===== config.mk =====
export PLATFORM = sky130hd
export DESIGN_NAME = pfs_fault_signal
export DESIGN_NICKNAME = d
export VERILOG_FILES = /design/src/logic/pfs_fault_signal.v /design/src/logic/pfs_sync3.v
export VERILOG_INCLUDE_DIRS = /design/src /design/src/logic
export SDC_FILE = /design/constraint.sdc
export NUM_CORES = 1
export LEC_CHECK = 0
export ABC_AREA = 0
export ABC_CLOCK_PERIOD_IN_PS = 1900
export BUFFER_PORTS_ARGS = -buffer_cell sky130_fd_sc_hd__buf_2
export CORE_MARGIN = 1.5
export CORE_UTILIZATION = 30
export CTS_CLUSTER_DIAMETER = 80
export DETAILED_ROUTE_END_ITERATION = 8
export GPL_TIMING_DRIVEN = 0
export PLACE_DENSITY = 0.53
export SYNTH_ARGS = -nofsm -noshare
export SYNTH_HDL_FRONTEND = slang
export SYNTH_HIERARCHICAL = 1
export SYNTH_SLANG_ARGS = --single-unit

===== constraint.sdc =====
create_clock -name clk_sys -period 1.9 [get_ports clk_sys]
set_input_delay 0.19 -clock clk_sys [delete_from_list [all_inputs] [get_ports clk_sys]]
set_output_delay 0.19 -clock clk_sys [all_outputs]
set_load 0.005 [all_outputs]

===== src/logic/pfs_map.vh =====
// constants for the pack fault signalling block
`ifndef PFS_MAP_VH
`define PFS_MAP_VH
`define PFS_WDOG_W        16
`define PFS_WDOG_DEFAULT  16'h4000
`define PFS_ADDR_W        7
`define PFS_ADDR_BASE     7'h28
`define PFS_ADDR_STRAP_B  0
`define PFS_CELLS         8
`define PFS_SW_N          3
`define PFS_SW_DISCHARGE  0
`define PFS_SW_CHARGE     1
`define PFS_SW_PRECHARGE  2
`endif


===== src/logic/pfs_fault_signal.v =====
// fault signalling, force-off gating, wake and recovery logic of the pack monitor
`timescale 1ns/10ps
`default_nettype none
`include "pfs_map.vh"
module pfs_fault_signal
(
    input  wire                      clk_sys,
    input  wire                      rstn,
    // host link status from the serial slave
    input  wire                      host_attached,
    input  wire                      slave_byte_rx,
    input  wire [`PFS_WDOG_W-1:0]    wdog_period,
    input  wire                      addr_strap,
    input  wire                      serial_data_in,
    input  wire                      serial_sda_drive_low,
    // detector outputs, same clock
    input  wire                      overvoltage_lockout,
    input  wire                      cell_mismatch,
    input  wire                      cell_mismatch_en,
    input  wire                      open_wire,
    input  wire                      open_wire_en,
    input  wire                      undervoltage,
    input  wire                      temp_fault,
    input  wire                      dsg_overcurrent,
    input  wire                      short_circuit,
    input  wire                      chg_overcurrent,
    input  wire                      overvoltage,
    input  wire [`PFS_CELLS-1:0]     cell_over_eoc,
    // pins from outside the clock domain
    input  wire                      force_switches_off,
    input  wire                      charger_sense,
    input  wire                      load_sense,
    // switch requests
    input  wire                      sleep_mode,
    input  wire [`PFS_SW_N-1:0]      host_switch_on,
    input  wire [`PFS_CELLS-1:0]     balance_req,
    // outputs
    output reg                       host_alert_n,
    output reg                       pack_fuse_request,
    output reg                       discharge_fault_out,
    output reg                       discharge_fault_oe_n,
    output reg                       end_of_charge,
    output reg                       wake,
    output reg  [`PFS_SW_N-1:0]      power_switch,
    output reg  [`PFS_CELLS-1:0]     balance_switch,
    output reg                       serial_data_out,
    output reg  [`PFS_ADDR_W-1:0]    target_addr,
    output reg                       switch_refused
);
    // recovery states of the power path
    localparam ST_RUN      = 2'd0;
    localparam ST_CHG_WAIT = 2'd1;
    localparam ST_DSG_WAIT = 2'd2;

    // an optional fault source counts only while its option bit is set
    function opt_fault;
        input src;
        input en;
        begin
            opt_fault = src & en;
        end
    endfunction

    // discharge-side trips; both start the wait for load removal
    function dsg_trip;
        input dsg_oc;
        input short_c;
        begin
            dsg_trip = dsg_oc | short_c;
        end
    endfunction

    // precharge yields to charge; the two paths must never conduct together
    function [`PFS_SW_N-1:0] sw_interlock;
        input [`PFS_SW_N-1:0] req;
        begin
            sw_interlock = req;
            if (req[`PFS_SW_CHARGE])
                sw_interlock[`PFS_SW_PRECHARGE] = 1'b0;
        end
    endfunction

    // synchronised copies of the three pins
    wire                   force_off_s;
    wire                   charger_s;
    wire                   load_s;
    reg  [`PFS_WDOG_W-1:0] wdog_reg;
    reg  [1:0]             state_reg;
    reg  [1:0]             state_next;
    reg                    charger_d_reg;
    reg                    load_d_reg;
    reg                    strap_done_reg;
    reg  [`PFS_SW_N-1:0]   sw_next;
    wire                   dsg_off_fault;
    wire                   any_fault;
    wire                   recovering;
    wire                   mismatch_hit;
    wire                   open_wire_hit;

    // external pins are asynchronous to clk_sys
    // a pin change reaches the logic three to four cycles later
    pfs_sync3 u_sync_off
    (
        .clk_sys (clk_sys),
        .rstn    (rstn),
        .din     (force_switches_off),
        .dout    (force_off_s)
    );
    pfs_sync3 u_sync_chg
    (
        .clk_sys (clk_sys),
        .rstn    (rstn),
        .din     (charger_sense),
        .dout    (charger_s)
    );
    pfs_sync3 u_sync_load
    (
        .clk_sys (clk_sys),
        .rstn    (rstn),
        .din     (load_sense),
        .dout    (load_s)
    );

    // option-gated sources, shared by the fuse request and the fault summary
    assign mismatch_hit  = opt_fault(cell_mismatch, cell_mismatch_en);
    assign open_wire_hit = opt_fault(open_wire, open_wire_en);

    // faults that open the discharge path; lockout counts as one
    assign dsg_off_fault = undervoltage
                         | temp_fault
                         | dsg_trip(dsg_overcurrent, short_circuit)
                         | overvoltage_lockout;
    // any out-of-bounds condition; blocks every host switch request
    assign any_fault     = dsg_off_fault
                         | chg_overcurrent
                         | overvoltage
                         | mismatch_hit
                         | open_wire_hit;
    assign recovering    = (state_reg != ST_RUN);

    // communication watchdog; alert holds until the next byte arrives
    // the counter parks at zero once expired, so a late byte reloads a full period
    // with no host attached the counter is held loaded and the alert stays quiet
    always @(posedge clk_sys)
    begin
        if (!rstn)
        begin
            wdog_reg     <= `PFS_WDOG_DEFAULT;
            host_alert_n <= 1'b1;
        end
        else if (!host_attached)
        begin
            wdog_reg     <= wdog_period;
            host_alert_n <= 1'b1;
        end
        else if (slave_byte_rx)
        begin
            wdog_reg     <= wdog_period;
            host_alert_n <= 1'b1;
        end
        else if (wdog_reg == {`PFS_WDOG_W{1'b0}})
            host_alert_n <= 1'b0;
        else
            wdog_reg <= wdog_reg - 1'b1;
    end

    // overcurrent recovery; while waiting, a trip on the other side is not tracked
    // the switches stay off until the fault is gone and the sense pin reads idle,
    // so a charger or load left in place cannot re-trip the path at once
    always @*
    begin
        state_next = state_reg;
        case (state_reg)
            ST_RUN:
            begin
                if (chg_overcurrent)
                    state_next = ST_CHG_WAIT;
                else if (dsg_trip(dsg_overcurrent, short_circuit))
                    state_next = ST_DSG_WAIT;
            end
            ST_CHG_WAIT:
            begin
                if (!chg_overcurrent && !charger_s)
                    state_next = ST_RUN;
            end
            ST_DSG_WAIT:
            begin
                if (!dsg_trip(dsg_overcurrent, short_circuit) && !load_s)
                    state_next = ST_RUN;
            end
            default:
                state_next = ST_RUN;
        endcase
    end

    // power switch requests gated by faults, recovery and force-off
    // a blocked request is dropped here; switch_refused flags a fault or recovery block, not force-off
    always @*
    begin
        sw_next = host_switch_on;
        if (any_fault)
            sw_next = {`PFS_SW_N{1'b0}};
        if (recovering || state_next != ST_RUN)
            sw_next = {`PFS_SW_N{1'b0}};
        if (force_off_s)
            sw_next = {`PFS_SW_N{1'b0}};
        // charge and precharge never together; precharge yields
        sw_next = sw_interlock(sw_next);
    end

    // registered fault outputs and switch drives
    // every pin comes from a flop, so decode glitches never reach the board
    // the cost is one cycle of extra latency on each fault indication
    always @(posedge clk_sys)
    begin
        if (!rstn)
        begin
            state_reg            <= ST_RUN;
            pack_fuse_request    <= 1'b0;
            discharge_fault_out  <= 1'b0;
            discharge_fault_oe_n <= 1'b1;
            end_of_charge        <= 1'b0;
            power_switch         <= {`PFS_SW_N{1'b0}};
            balance_switch       <= {`PFS_CELLS{1'b0}};
            switch_refused       <= 1'b0;
        end
        else
        begin
            state_reg         <= state_next;
            pack_fuse_request <= overvoltage_lockout
                               | mismatch_hit
                               | open_wire_hit;
            // open drain: pull low only when a fault is present
            discharge_fault_out  <= 1'b0;
            discharge_fault_oe_n <= ~(dsg_off_fault
                                    | chg_overcurrent);
            end_of_charge  <= |cell_over_eoc;
            power_switch   <= sw_next;
            balance_switch <= force_off_s ? {`PFS_CELLS{1'b0}} : balance_req;
            // refusal level ignores force-off, which the host already knows about
            switch_refused <= (|host_switch_on) & (any_fault | recovering);
        end
    end

    // sleep wake on charger or load connect; edges avoid waking on a standing level
    // a pin already high when sleep begins gives no wake until it drops and rises
    always @(posedge clk_sys)
    begin
        if (!rstn)
        begin
            charger_d_reg <= 1'b0;
            load_d_reg    <= 1'b0;
            wake          <= 1'b0;
        end
        else
        begin
            charger_d_reg <= charger_s;
            load_d_reg    <= load_s;
            wake <= sleep_mode & ((charger_s & ~charger_d_reg)
                                | (load_s & ~load_d_reg));
        end
    end

    // serial data kept as separate in and out lines; address strap caught after reset
    // the strap is read once; moving it later takes a reset to show
    always @(posedge clk_sys)
    begin
        if (!rstn)
        begin
            serial_data_out <= 1'b1;
            target_addr     <= `PFS_ADDR_BASE;
            strap_done_reg  <= 1'b0;
        end
        else
        begin
            serial_data_out <= ~serial_sda_drive_low;
            if (!strap_done_reg)
            begin
                target_addr    <= `PFS_ADDR_BASE | {{(`PFS_ADDR_W-1){1'b0}}, addr_strap};
                strap_done_reg <= 1'b1;
            end
        end
    end
endmodule // pfs_fault_signal
`default_nettype wire


===== src/logic/pfs_sync3.v =====
// three-stage input synchroniser with agreement check
`timescale 1ns/10ps
`default_nettype none
module pfs_sync3
(
    input  wire clk_sys,
    input  wire rstn,
    input  wire din,
    output reg  dout
);
    reg s1_reg;
    reg s2_reg;
    reg s3_reg;

    // first stage feeds only the second; output moves once stages two and three agree
    always @(posedge clk_sys)
    begin
        if (!rstn)
        begin
            s1_reg <= 1'b0;
            s2_reg <= 1'b0;
            s3_reg <= 1'b0;
            dout   <= 1'b0;
        end
        else
        begin
            s1_reg <= din;
            s2_reg <= s1_reg;
            s3_reg <= s2_reg;
            if (s2_reg == s3_reg)
                dout <= s3_reg;
        end
    end
endmodule // pfs_sync3
`default_nettype wire


==> impl_metrics.json <==
{
  "status": "finished, final reports clean",
  "largest_reg_flops": 16,
  "path_max_fanout": 6,
  "wl_per_cell_microns": 12.1,
  "ios": 83,
  "crit_type": "reg2reg",
  "max_stage_delay_ns": 0.53,
  "grt_max_degree": 20,
  "drt-initial-drc-count": 80,
  "max-vdd-ir-drop_uv": 300,
  "fin_skew_ns": 0.00543,
  "drc": 0,
  "p_sw_share_pct": 27.3,
  "grt_pass1_wl_microns": 7940,
  "synth_area_leaders": "dfxtp_1 (49%), and2_1 (6.5%), o21ai_0 (3.5%), buf_4 (2.5%), nand2_1 (2.5%)",
  "dieHeight_microns": 87.2,
  "synth_most_common_cell": "dfxtp_1",
  "final_hold_viol_count": 0,
  "dieArea_sq_mm": 0.00760,
  "tritoncts": "done",
  "grt_pass1_vias": 1675,
  "ys_warn_count": 6,
  "cellLeakagePower_nw": 1.17,
  "synth.distinct_cells": 49,
  "row_count": 30,
  "pwr-share-seq_pct": 54.9,
  "cts.path.max_buffers": 2,
  "setup.worst_path.end_class": "flip-flop",
  "viasPerCell": 4.65,
  "dr.pass1.iters": 4,
  "cpMostUsedCell": "or4_4",
  "setup_slack_ns": 0.0504,
  "switchingPower_mw": 0.588,
  "die_w_microns": 87.2,
  "postCtsSetupBuffers": 0,
  "ys.flop_type": "dfxtp_1",
  "yosysTopAreaCellShare_pct": 49.0,
  "clk_pin_slew_ns": 0.10,
  "io_buffers": 74,
  "dp_slack_ns": -0.100,
  "power_frac_clock_pct": 30.9,
  "drv_cap": 0,
  "finalCriticalPeriod_ns": 1.85,
  "yosys-top-cells-count": "dfxtp_1 (52), and2_1 (22), o21ai_0 (15)",
  "fp.coreArea_sq_mm": 0.00683,
  "antenna_found_initial": 0,
  "max_freq_ghz": 0.541,
  "ys_ff_latch": 52,
  "fin_nets": 373,
  "power_density_mw_per_mm2": 781,
  "cts.hold.buffers_added": 0,
  "track_usage_pct": 13.5,
  "worstSkewPairLatency_ns": 0.31,
  "netlist_area_sq_mm": 0.00213,
  "async_reset_ff_share_pct": 0,
  "htree_levels": 2,
  "vias": 1915,
  "required_ns": 2.13,
  "n_antenna_cell": 0,
  "syn_inst": 230,
  "clockRootBuffer": "clkbuf_8",
  "area_growth_pct": 29.9,
  "path_cells": "or4_4 > buf_6 > or4_4 > xor2_1 > o31ai_2",
  "dp_hpwl_microns": 3710,
  "start_util_pct": 31.1,
  "grt_overflow": 0,
  "synth_edf_count": 0,
  "yosys.area.top_type": "dfxtp_1",
  "min_path_type": "in2reg",
  "syn-mean-instance-area_sq_um": 9.24,
  "ant_nets": 0,
  "numCtsBuffers": 5,
  "intPower_mw": 1.57,
  "min_period_over_period_pct": 97.3,
  "wl_microns": 5010,
  "pwr-share-comb_pct": 14.2,
  "cts_num_sinks": 52,
  "gp_congestion": 0.815,
  "crit_slowest_cell": "or4_4",
  "rsz0062_at_grt": "true",
  "cp_data_arrival_time_ns": 2.08,
  "worst_hold_slack_ns": 0.0341,
  "layout-drive-gt1-share_pct": 33.5,
  "cp-start-kind": "flip-flop",
  "setup_viol": 0,
  "seq_area_frac_synth_pct": 49.0,
  "slew_violations": 0
}
## path summary, 6_finish.rpt
kind	start	endpoint	slack [ns]	cells after the start
setup / recovery	wdog_reg[0]	wdog_reg[11]	0.05	5
hold / removal	serial_sda_drive_low	serial_data_out	0.03	2
setup reg to reg	wdog_reg[0]	wdog_reg[11]	0.05	5
hold reg to reg	u_sync_off/s1_reg	u_sync_off/s2_reg	0.43	1
## layer usage
layer	track usage [%]	share of wire (%)
met1	18.0	48
met2	21.2	43
met3	3.51	7.1
met4	4.33	1.4
met5	0	0
## stage by stage
step	cells	power, mW	TNS, ns	util [%]	area (sq um)
detailed placement	405	1.50	-0.285	38.6	2640
floorplan	235	1.38	0	-	2140
finish	412	2.16	0	40.4	2760
CTS	413	2.18	0	40.1	2740
global route	412	2.29	-0.0147	40.4	2760
global placement	405	1.50	-0.160	38.6	2640
## layout make-up
type	instances	area (sq um)
clock inverter	3	27.5
buffer	16	95.1
timing repair buffer	74	370
tap	96	120
inverter	6	22.5
sequential	52	1040
fill	717	4070
multi-input combinational	160	1010
clock buffer	5	68.8
## cell families (layout without fill, tap and decap cells)
logic type,count (synthesis),in the layout,share of synthesized area (%)
adders and majority gates,1,1,0.588
AOI/OAI and AO/OA,54,54,17.3
xor gates and xnor gates,3,3,1.24
DFF,52,52,49.0
other,2,7,0.353
and+or+nand+nor,94,94,25.7
buffers and inverters,23,104,5.36
muxes,1,1,0.471
## timing repair
item                       in CTS  in global routing
setup endpoints to repair       8                  7
cloned                          0                  0
resized for setup               3                 11
pin swaps                       0                  1
## power by group through the flow
stage          clock (mW)  combinational [mW]  sequential (mW)
2_1_floorplan           0               0.174             1.20
3_3_place_gp            0               0.294             1.21
3_5_place_dp            0               0.295             1.21
4_1_cts             0.693               0.299             1.18
5_1_grt             0.749               0.344             1.19
6_report            0.665               0.306             1.18
## worst max-delay path: cells and delay by family (launching register included)
kind,cells,cell delay [ns]
AND/OR/NAND/NOR,2,0.94
flip-flops,1,0.35
XOR/XNOR,1,0.17
AO/OA/AOI/OAI,1,0.17
buffers and inverters,1,0.15
## placed cells by master (no fill, tap or decap), types with 7 or more instances in the layout
cell type	instances
and2_1	22
buf_2	75
buf_4	7
clkbuf_1	7
conb_1	7
dfxtp_1	49
nand2_1	14
nand3_1	8
nor3_1	7
nor4_1	7
o21ai_0	15
No activity file was read; power rests on OpenSTA's default activity.
